$ cat src/rtl/nv_access_map.vh
// Register map, field positions, reset values and timing counts for the data EEPROM access control
// Operation
// - Write-start without write-enable already set is ignored; no write begins.
// - Write cycle timed by an internal timer asynchronous to system clock.
// - Hardware clears write-start when the write cycle ends.
// - Power-on clears write-enable so no write can start.
// - Power-on resets bank pointer to zero, hiding the bank 1 control register.
// - Write end sets the done flag regardless of interrupt enable.
// - Vector taken only with flag, both enables set and stack not full.
// - Done flag cleared automatically when the interrupt is serviced.
// - Control register at 040H bank 1; bits read, read-en, write, write-en.
// - Read starts only with read-enable; read-start clears at end; data holds.
`ifndef NV_ACCESS_MAP_VH
`define NV_ACCESS_MAP_VH

// ==========================================
// Addresses
`define NV_CTRL_OFS 8'h40
`define NV_LOC_OFS 8'h41
`define NV_BYTE_OFS 8'h42
`define NV_BANK_CTRL 8'h01
`define NV_CTRL_RESET 8'h00

// ==========================================
// Control fields
`define NV_RD_BIT 0
`define NV_READ_ENABLE_BIT_BIT 1
`define NV_WR_BIT 2
`define NV_WRITE_ENABLE_BIT_BIT 3

// ==========================================
// Timing
`define NV_READ_CYCLES 4'h3
`define NV_TIMER_DIV 8'h20
`define NV_WRITE_TICKS 8'h40

`endif

$ cat src/rtl/nv_cell_array.v
// Small byte memory standing in for the data EEPROM array
`timescale 1ns/100ps
`default_nettype none
module nv_cell_array (
    input wire clk, // System clock
    input wire we, // Write strobe
    input wire [5:0] addr, // Cell index
    input wire [7:0] wdata, // Byte to store
    output reg [7:0] rdata // Registered read byte
);
    reg [7:0] mem [0:63];

    always @(posedge clk)
    begin
        if (we)
        begin
            mem[addr] <= wdata;
        end
        rdata <= mem[addr];
    end
endmodule // nv_cell_array
`default_nettype wire

$ cat src/rtl/nv_access_ctrl.v
// Data EEPROM access control: control register, bank gating, timed cycles, done interrupt
`timescale 1ns/100ps
`default_nettype none
`include "nv_access_map.vh"
module nv_access_ctrl (
    input wire clk, // System clock, 100 MHz
    input wire rst, // Synchronous power-on reset, active high
    input wire timer_clk_tick, // Pulse from the free internal timer oscillator
    input wire [7:0] cpu_addr, // Data memory address within the bank
    input wire [7:0] cpu_wdata, // Data memory write byte
    input wire cpu_we, // Data memory write strobe
    input wire bank_we, // Write strobe for the bank pointer
    input wire [7:0] bank_wdata, // New bank pointer value
    input wire global_irq_enable, // Global interrupt enable from the core
    input wire nv_irq_enable, // EEPROM interrupt enable bit
    input wire stack_full, // Core stack has no free level
    input wire irq_ack, // Core is servicing the EEPROM vector
    output reg [7:0] cpu_rdata, // Read data for the addressed location
    output reg [7:0] bank_pointer, // Current data memory bank
    output reg nv_done_flag, // Write-complete request flag
    output reg irq_take, // Request to branch to the EEPROM vector
    output reg busy // A read or write cycle is running
);
    localparam ST_IDLE = 2'b00;
    localparam ST_WRITE = 2'b01;
    localparam ST_READ = 2'b10;
    localparam ST_LOAD = 2'b11;

    reg [7:0] nv_location_reg;
    reg [7:0] nv_byte_reg;
    reg rd_q, read_enable_bit_q, wr_q, write_enable_bit_q;
    reg [1:0] state_q;
    reg [7:0] tick_cnt_q;
    reg [3:0] rd_cnt_q;
    reg tick_s1_q, tick_s2_q, tick_s3_q;
    wire [7:0] cell_rdata;
    wire ctrl_sel;
    wire tick_evt;
    wire cell_we;
    wire write_end;
    wire read_end;

    // ==========================================
    // Timer crossing; the timer runs free of clk, so its edge is resynchronised
    always @(posedge clk)
    begin
        if (rst)
        begin
            tick_s1_q <= 1'b0;
            tick_s2_q <= 1'b0;
            tick_s3_q <= 1'b0;
        end
        else
        begin
            tick_s1_q <= timer_clk_tick;
            tick_s2_q <= tick_s1_q;
            tick_s3_q <= tick_s2_q;
        end
    end
    assign tick_evt = tick_s2_q & ~tick_s3_q;

    assign ctrl_sel = (bank_pointer == `NV_BANK_CTRL) && (cpu_addr == `NV_CTRL_OFS);
    assign write_end = (state_q == ST_WRITE) && tick_evt && (tick_cnt_q == `NV_WRITE_TICKS - 8'h01);
    assign read_end = (state_q == ST_READ) && (rd_cnt_q == `NV_READ_CYCLES);
    assign cell_we = write_end;

    nv_cell_array u_cells (
        .clk(clk),
        .we(cell_we),
        .addr(nv_location_reg[5:0]),
        .wdata(nv_byte_reg),
        .rdata(cell_rdata)
    );

    // ==========================================
    // Bank pointer
    always @(posedge clk)
    begin
        if (rst)
        begin
            bank_pointer <= 8'h00;
        end
        else if (bank_we)
        begin
            bank_pointer <= bank_wdata;
        end
    end

    // ==========================================
    // Location and data registers; both ignore CPU writes while a cycle runs
    always @(posedge clk)
    begin
        if (rst)
        begin
            nv_location_reg <= 8'h00;
            nv_byte_reg <= 8'h00;
        end
        else
        begin
            if (cpu_we && !busy && cpu_addr == `NV_LOC_OFS)
            begin
                nv_location_reg <= cpu_wdata;
            end
            if (state_q == ST_LOAD)
            begin
                nv_byte_reg <= cell_rdata;
            end
            else if (cpu_we && !busy && cpu_addr == `NV_BYTE_OFS)
            begin
                nv_byte_reg <= cpu_wdata;
            end
        end
    end

    // ==========================================
    // Control register and cycle sequencer
    always @(posedge clk)
    begin
        if (rst)
        begin
            rd_q <= 1'b0;
            read_enable_bit_q <= 1'b0;
            wr_q <= 1'b0;
            write_enable_bit_q <= 1'b0;
            state_q <= ST_IDLE;
            tick_cnt_q <= 8'h00;
            rd_cnt_q <= 4'h0;
            busy <= 1'b0;
        end
        else
        begin
            case (state_q)
                ST_IDLE:
                begin
                    if (cpu_we && ctrl_sel)
                    begin
                        read_enable_bit_q <= cpu_wdata[`NV_READ_ENABLE_BIT_BIT];
                        write_enable_bit_q <= cpu_wdata[`NV_WRITE_ENABLE_BIT_BIT];
                        // Start bits honour only enables already stored
                        if (cpu_wdata[`NV_WR_BIT] && write_enable_bit_q)
                        begin
                            wr_q <= 1'b1;
                            state_q <= ST_WRITE;
                            tick_cnt_q <= 8'h00;
                            busy <= 1'b1;
                        end
                        else if (cpu_wdata[`NV_RD_BIT] && read_enable_bit_q)
                        begin
                            rd_q <= 1'b1;
                            state_q <= ST_READ;
                            rd_cnt_q <= 4'h0;
                            busy <= 1'b1;
                        end
                    end
                end
                ST_WRITE:
                begin
                    if (cpu_we && ctrl_sel)
                    begin
                        read_enable_bit_q <= cpu_wdata[`NV_READ_ENABLE_BIT_BIT];
                        write_enable_bit_q <= cpu_wdata[`NV_WRITE_ENABLE_BIT_BIT];
                    end
                    if (tick_evt)
                    begin
                        tick_cnt_q <= tick_cnt_q + 8'h01;
                    end
                    if (write_end)
                    begin
                        wr_q <= 1'b0;
                        state_q <= ST_IDLE;
                        busy <= 1'b0;
                    end
                end
                ST_READ:
                begin
                    rd_cnt_q <= rd_cnt_q + 4'h1;
                    if (read_end)
                    begin
                        state_q <= ST_LOAD;
                    end
                end
                ST_LOAD:
                begin
                    rd_q <= 1'b0;
                    state_q <= ST_IDLE;
                    busy <= 1'b0;
                end
                default:
                begin
                    state_q <= ST_IDLE;
                end
            endcase
        end
    end

    // ==========================================
    // Done flag and vector request; a write end beats a same-cycle service clear
    always @(posedge clk)
    begin
        if (rst)
        begin
            nv_done_flag <= 1'b0;
            irq_take <= 1'b0;
        end
        else
        begin
            if (write_end)
            begin
                nv_done_flag <= 1'b1;
            end
            else if (irq_ack)
            begin
                nv_done_flag <= 1'b0;
            end
            irq_take <= nv_done_flag && nv_irq_enable && global_irq_enable
                && !stack_full && !irq_ack;
        end
    end

    // ==========================================
    // Read-back mux; bits 7..4 of control read as zero
    always @(posedge clk)
    begin
        if (rst)
        begin
            cpu_rdata <= 8'h00;
        end
        else if (ctrl_sel)
        begin
            cpu_rdata <= {4'h0, write_enable_bit_q, wr_q, read_enable_bit_q, rd_q};
        end
        else if (cpu_addr == `NV_LOC_OFS)
        begin
            cpu_rdata <= nv_location_reg;
        end
        else if (cpu_addr == `NV_BYTE_OFS)
        begin
            cpu_rdata <= nv_byte_reg;
        end
        else
        begin
            cpu_rdata <= 8'h00;
        end
    end
endmodule // nv_access_ctrl
`default_nettype wire

$ cat config.mk
export PLATFORM = sky130hd
export DESIGN_NAME = nv_access_ctrl
export DESIGN_NICKNAME = d
export VERILOG_FILES = /design/src/rtl/nv_cell_array.v /design/src/rtl/nv_access_ctrl.v
export VERILOG_INCLUDE_DIRS = /design/src /design/src/rtl
export SDC_FILE = /design/constraint.sdc
export NUM_CORES = 1
export LEC_CHECK = 0
export BUFFER_PORTS_ARGS = -buffer_cell sky130_fd_sc_hd__buf_2
export CORE_ASPECT_RATIO = 1.5
export CORE_MARGIN = 1
export CORE_UTILIZATION = 45
export DETAILED_ROUTE_END_ITERATION = 10
export PLACE_DENSITY = 0.71
export SLEW_MARGIN = 0
export SYNTH_ARGS = -nofsm -noshare
export SYNTH_HDL_FRONTEND = slang
export SYNTH_SLANG_ARGS = --single-unit
$ cat constraint.sdc
create_clock -name clk -period 2.8 [get_ports clk]
set_input_delay 0.14 -clock clk [delete_from_list [all_inputs] [get_ports clk]]
set_output_delay 0.14 -clock clk [all_outputs]
set_load 0.05 [all_outputs]
Yosys cells after proc, flatten, opt, wreduce, memory -nomap -nowiden
Memories as Yosys holds them, arrays and structs flattened. A register that Yosys moved wholly into a read port is not among the register bits. Index checks and enable logic that the tools add are counted.

Register bits after elaboration: 56. Memories: 1. RAM bits: 512.

Eq/ne operators: 17. Muxes and demuxes: 34. $add $sub $neg: 2. Reductions and logical operators: 33. Bitwise logic cells: 2.

Memories: u_cells.mem (depth 64, bits a word 8, read ports 1, clocked after Yosys merged registers in 1, write ports 1, RTL line nv_cell_array.v:11) `reg [7:0] mem [0:63];`.

Operators by type and width (number): 8-bit two-way mux (7); 8-bit by 7-bit == test with 1-bit output (second input constant) (3); 4-bit AND reduction (6); 4-bit two-way mux (4); 8-bit one-hot mux with 2 select lines (1); 1-bit logical AND (14); 2-bit inequality test (second input constant) (7); 1-bit two-way mux (12); 2-bit two-way mux (5); 2-bit nonzero test (5); 8-bit by 1-bit adder with 8-bit output (second input constant) (1); 8-bit by 1-bit == test with 1-bit output (second input constant) (1); 8-bit by 6-bit == test with 1-bit output (second input constant) (1); 2-bit one-hot mux with 4 select lines (1); 4-bit one-hot mux with 2 select lines (1); 4-bit by 1-bit adder with 4-bit output (second input constant) (1); 2-bit == test (second input constant) (2); 4-bit by 2-bit == test with 1-bit output (second input constant) (1); 1-bit one-hot mux with 2 select lines (2); 2-bit OR reduction (2); 1-bit logical NOT (3); 3-bit inequality test (second input constant) (1); 1-bit one-hot mux with 3 select lines (1); 3-bit nonzero test (1); other kinds (5) (5).

Depth between registers and ports, before layout
Gate-level depths: netlist of the first run.

Word-level depth: 6. Mapped depth: 10.

By module
Synthesis of the first run repeated with hierarchy kept, for this count alone.

Cells, all modules: 1437. Area total of the unflattened synthesis: 22869.4 um^2.

By module, submodules not included: nv_cell_array (sequential area each 15534.9 um^2, cells each 1171, times used 1, area an instance 20449.6 um^2); nv_access_ctrl (sequential area each 1121.1 um^2, cells each 266, times used 1, area an instance 2419.8 um^2).

Worst setup path before layout of the first run
OpenSTA, ideal clock, no wires.

Kind: register to register. From: register state_q[1]. To: memory u_cells.mem[13][0], enable pin. Slack: 0.247 ns. Arrival: 2.182 ns. Required time: 2.430 ns. Cell stages (with the launch flop): 10. Setup time: 0.370 ns. Period minus slack after synthesis: 2.553 ns. Cell sequence: dfxtp_1 clkbuf_1 nor4bb_1 buf_2 nand3_1 or3_1 clkbuf_1 nor2_4 nand2_2 nor2_1.

Longest elaborated chain between the ends: 5.

Ends and longest elaborated chain: start: declaration (RTL line nv_access_ctrl.v:32) `reg [1:0] state_q;`; start signal: assignment (RTL line nv_access_ctrl.v:125) `state_q <= ST_IDLE;`; start signal: assignment (RTL line nv_access_ctrl.v:143) `state_q <= ST_WRITE;`; start signal: assignment (RTL line nv_access_ctrl.v:150) `state_q <= ST_READ;`; 2-bit by 1-bit == test with 1-bit output (RTL line nv_access_ctrl.v:63) `` assign write_end = (state_q == ST_WRITE) && tick_evt && (tick_cnt_q == `NV_WRITE_TICKS - 8'h01); ``; 1-bit logical AND (2 in a row) (RTL line nv_access_ctrl.v:63); 1-bit two-way mux (RTL line nv_cell_array.v:15) `if (we)`; 1-bit two-way mux (not written as such) (RTL line nv_cell_array.v:17) `mem[addr] <= wdata;`; end: declaration (RTL line nv_cell_array.v:11).

No other way between the ends.

==> flow_summary.yaml, run 1 <==
sta:
  fin_tns_setup_ns: 0
  max_slew.worst_pin.slew_ns: 1.18
  finalClockSkew_ns: 0.0284
  hold_viol_final: 0
  max_freq_mhz: 360
  rsz0062_at_grt: "false"
  drv_slew: 0
  max-slew-margin-rel_pct: 21.1
  setup_viol: 0
  fin_crit_sh_pct: 99.1
  period_minus_slack_ns: 2.77
pwr:
  vdd.ir_drop.worst_mv: 0.551
  p_leak_nw: 7.71
  power.density_nw_per_um2: 615
cts:
  cts_setup_buffers: 0
  clock_latency_ns: 0.59
  cts.path.max_buffers: 3
  cts_tree: "built"
  cts-root-buf: "clkbuf_16"
  clk_pin_slew_worst_paths_ns: 0.07
  clock_sinks: 576
  numCtsBuffers: 47
  cts_max_level: 2
routing:
  num_vias: 13400
  drc: 0
  wl_per_cell_um: 25.9
  vias_per_cell: 5.92
  final_antenna_net_count: 0
  first_pass_iters: 7
  drt_wl_total_um: 58600
  drt_iter0_markers: 1516
yosys:
  synthDistinctLibCells: 72
  yosys.area.top_type: "edfxtp_1"
  yosysWarnings: 0
  synth-seq-area-share_pct: 73.7
  synth_seq_cells: 576
  synthArstFlopShare_pct: 0
  postSynthCellCount: 1368
  synth_edf_count: 512
  postSynthAreaPerCell_um2: 16.5
  synthTopCellsByArea: "edfxtp_1, dfxtp_1, mux4_2"
  synthesis.nets: 1403
  synth_area_um2: 22600
  yosysTopAreaCellShare_pct: 68.0
  synth_ff_type: "edfxtp_1"
floorplanning:
  die_h_um: 276
  num_rows: 100
  io_pins: 52
  coreArea_um2: 49500
  initial_core_util_pct: 45.6
  fp.dieArea_um2: 51100
  die_x_um: 185
critical_path:
  timing.rr.start: "nv_location_reg[2]"
  path_class: "reg2reg"
  cp_slowest_stage_delay_ns: 0.98
  cp-start-kind: "register"
  cp_top_family: "simple AND/OR/NAND/NOR gates"
  crit_slowest_cell: "nor2b_1"
  cp_max_fo: 26
  r2r_slack_ns: 0.03
  crit_start: "nv_location_reg[2]"
  critPathRequiredTime_ns: 3.33
  crit_path_end_kind: "register"
  crit_chain: "nor2b_1 > buf_4 > a22oi_1 > a31oi_1 > o21ai_0 > o2111ai_1 > or4_1"
  critPathBufInv: 1
  crit_arrival_ns: 3.31
layout:
  final_util_pct: 53.5
  final_cell_mix: "edfxtp_1, buf_4, nor2_1"
  largest_reg_flops: 512
  synthToLayoutAreaGrowth_pct: 17.2
  fin_nets: 1600
  nFillCells: 3898
  final_common_cell: "edfxtp_1"
  largest_register: "u_cells.mem"
  drive_gt1_share_pct: 24.6
  antennaDiodeCount: 0
min_path:
  min_path_type: "in2reg"
  hold_start: "bank_we"
placed_design:
  gp_congestion: 0.942
  dp_hpwl_um: 38300
  portBuffers: 51
outcome:
  outcome: "completed"
grt:
  overflow: 0
  grt_pass1_wl_um: 85400
  grt.total_usage_pct: 23.0
  grt_max_degree: 50
  grt_antenna_before_repair: 2
  grt_pass1_vias: 13400
flow_run:
  cap_violations: 0
-- timing repair --
action,in CTS,in global routing
gates resized for setup,0,2
endpoints found under the hold margin,29,0
setup endpoints to repair,0,86
hold buffers,24,0
-- through the flow --
stage               cells  hold slack (ns)  worst slack, ns  instance area [um2]  total power, W
floorplan            1368            0.216            0.247                22600         0.00948
global placement     2155            0.303           0.0430                24600         0.00953
detailed placement   2155            0.314           0.0678                24600         0.00953
CTS                  2263         0.000477           0.0222                26500          0.0163
global route         2263           0.0386           0.0132                26500          0.0166
finish               2263           0.0111           0.0256                26500          0.0163
-- final timing paths --
kind | depth (start not counted) | endpoint
hold / removal | 3 | bank_pointer[4]
hold reg to reg | 1 | tick_s3_q
setup / recovery | 7 | u_cells.rdata[2]
setup reg to reg | 7 | u_cells.rdata[2]
-- cell families (layout without fill, tap and decap cells) --
logic type               count (synthesis)  in the layout  synth area share (%)
AND/OR/NAND/NOR                        292            292                  6.05
XOR/XNOR                                 7              7                 0.271
flip-flops                             576            576                  73.7
AO/OA/AOI/OAI                          221            221                  7.05
adder cells (fa/ha/maj)                  2              2                 0.111
buffers and inverters                   92            324                  2.01
multiplexers                           178            178                  10.8
-- worst reg2reg max path: stages, from the launching register on --
cell	delay, ns
dfxtp_4	0.61
nor2b_1	0.99
buf_4	0.29
a22oi_1	0.08
a31oi_1	0.19
o21ai_0	0.17
o2111ai_1	0.24
or4_1	0.15
-- cells in the mapped netlist, types with 13 or more instances --
cell	count
edfxtp_1	512
nor2_1	142
mux2i_1	99
dfxtp_1	64
nand2_1	52
mux4_2	50
a21oi_1	41
a22oi_1	38
buf_2	36
clkbuf_1	36
mux2_2	29
o21ai_0	27
nand3_1	22
a221oi_1	21
o22ai_1	14
a22o_1	13
-- final cells by class --
type                       instances  area (um2)  area share, %
tap                              663         830           3.13
sequential                       576       16700           63.0
timing repair buffer             235        1860           7.02
multi-input combinational        700        5500           20.8
clock inverter                    26         353           1.33
inverter                           5        18.8         0.0709
clock buffer                      58        1250           4.71
-- per-layer routing --
metal  share of wire [%]  global-route usage [%]  vias up
met5               0.022                       0        -
li1                    -                       -     5778
met4                 6.2                    13.5        2
met1                  35                    26.5     6736
met2                  52                    40.6      710
met3                 6.9                    2.91      171
-- report_power, final --
part           leakage, nW  switching [W]  internal, W  total [W]
Clock                0.766        0.00299      0.00392    0.00691
Sequential            4.11     0.00000912      0.00922    0.00922
Combinational         2.83      0.0000820    0.0000634   0.000145
Total                 7.71        0.00308       0.0132     0.0163
Power figures use the tool's default switching activity.
==> run 2, diff against run 1 <==
PLACE_DENSITY = 0.73   (was 0.71)
clock period = 2.45 ns   (was 2.8 ns; I/O delays follow)
==> flow_summary.yaml, run 2 (synthesized netlist as in run 1, its figures left out) <==
outcome:
  outcome: "finished, violations left"
  violations: "negative setup slack"
routing:
  drt_wl_total_um: 59900
  vias_per_cell: 5.91
  first_pass_iters: 6
  drc: 0
  drt_iter0_markers: 1491
  num_vias: 13800
  wl_per_cell_um: 25.6
  final_antenna_net_count: 0
floorplanning:
  io_pins: 52
  coreArea_um2: 49500
  num_rows: 100
  die_h_um: 276
  die_x_um: 185
  fp.dieArea_um2: 51100
  initial_core_util_pct: 45.6
layout:
  final_cell_mix: "edfxtp_1, buf_4, nor2_1"
  largest_reg_flops: 512
  largest_register: "u_cells.mem"
  final_common_cell: "edfxtp_1"
  drive_gt1_share_pct: 29.1
  fin_nets: 1674
  synthToLayoutAreaGrowth_pct: 20.9
cts:
  numCtsBuffers: 49
  cts-root-buf: "clkbuf_16"
  clock_latency_ns: 0.58
  clk_pin_slew_worst_paths_ns: 0.07
  cts_tree: "built"
  cts_max_level: 2
  cts.path.max_buffers: 3
  clock_sinks: 576
sta:
  setup_viol: 2
  max-slew-margin-rel_pct: 27.0
  fin_crit_sh_pct: 100
  finalClockSkew_ns: 0.0182
  max_freq_mhz: 406
  max_slew.worst_pin.slew_ns: 1.09
  rsz0062_at_grt: "true"
  period_minus_slack_ns: 2.46
  drv_slew: 0
  hold_viol_final: 0
  hold_slack_ns: 0.0554
  layout_setup_ws_ns: -0.0118
flow_run:
  cap_violations: 0
grt:
  grt_pass1_vias: 14100
  grt_antenna_before_repair: 1
  overflow: 0
  grt.total_usage_pct: 23.7
  grt_pass1_wl_um: 88400
  grt_max_degree: 41
pwr:
  intPower_w: 0.0150
  power.density_nw_per_um2: 677
  power_w: 0.0185
  power.switching_w: 0.00353
  vdd.ir_drop.worst_mv: 0.487
  p_sw_share_pct: 19.1
  p_leak_nw: 8.19
  combPwrFrac_pct: 1.0
  power_frac_clock_pct: 42.0
  power_frac_seq_pct: 57.0
min_path:
  hold_start: "rst"
  min_path_type: "in2reg"
placed_design:
  dp_hpwl_um: 39400
  portBuffers: 51
  gp_congestion: 0.919
critical_path:
  critPathRequiredTime_ns: 2.98
  cp_max_fo: 8
  crit_slowest_cell: "nor2b_1"
  cp_slowest_stage_delay_ns: 0.87
  crit_arrival_ns: 2.99
  crit_start: "nv_location_reg[2]"
  cp-start-kind: "register"
  timing.rr.start: "nv_location_reg[2]"
  path_class: "reg2reg"
  crit_chain: "buf_4 > nor2b_1 > a22oi_1 > and3_1 > a2bb2oi_1 > o32ai_1 > or4_1"
  crit_path_end_kind: "register"
==> run 2: cell count changes in the layout (fill, tap and decap cells not counted), sizes merged <==
cell / previous run / this run
diode: 0 / 1
buf: 211 / 278
bufinv: 8 / 5
clkbuf: 58 / 59
bufbuf: 0 / 1
inv: 7 / 6
clkinv: 11 / 20
dlygate4sd3: 24 / 28
==> run 2: critical path, delay by kind of cell, from the launching register on <==
family,cells,cell delay (ns)
buffers and inverters,1,0.20
and+or+nand+nor,3,1.30
DFF,1,0.42
AOI/OAI and AO/OA,3,0.49
==> run 2: power groups by stage <==
stage,sequential (W),clock [W],combinational (W)
after CTS,0.0105,0.00781,0.000176
after detailed placement,0.0108,0,0.000136
after global placement,0.0108,0,0.000134
final,0.0105,0.00776,0.000180
after global routing,0.0105,0.00819,0.000192
after floorplan,0.0108,0,0.0000495
==> run 2: per-stage QoR <==
step / util, % / instance area (um2) / setup WS (ns) / instances / setup TNS (ns)
after floorplan: - / 22600 / -0.103 / 1368 / -50.16
final: 55.1 / 27300 / -0.0118 / 2342 / -0.0137
after CTS: 54.8 / 27200 / 0.00455 / 2334 / 0
after global placement: 50.8 / 25200 / -0.0847 / 2214 / -3.65
after global routing: 55.1 / 27300 / -0.0671 / 2341 / -0.0700
after detailed placement: 50.8 / 25200 / -0.144 / 2214 / -4.78
==> run 2: layout make-up <==
class,instances,area [um2]
antenna,1,2.50
clock buffer,59,1310
clock inverter,31,288
fill,3759,22200
inverter,5,18.8
multi-input combinational,700,5640
sequential,576,16700
tap,663,830
timing repair buffer,307,2550
==> run 2: metal layers <==
metal / global-route usage (%) / vias up / wire length, um
met5: 0 / - / 14
met4: 15.5 / 2 / 3910
met3: 3.82 / 179 / 4630
met2: 40.2 / 804 / 30400
met1: 27.4 / 6922 / 21000
li1: - / 5939 / -
==> run 2: path summary, 6_finish.rpt <==
kind | endpoint | slack (ns) | cells after the start
setup / recovery | u_cells.rdata[4] | -0.01 | 7
hold / removal | rd_q | 0.06 | 2
setup reg to reg | u_cells.rdata[4] | -0.01 | 7
hold reg to reg | tick_s2_q | 0.47 | 1
==> run 2: what timing repair did <==
action                     4_1_cts  5_1_grt
buffers inserted                 1        7
hold buffers                    28        0
hold endpoints to repair        29        0
setup endpoints to repair       89      315
gates resized for setup         22       25
cloned                           1        0
pin swaps                        1        3
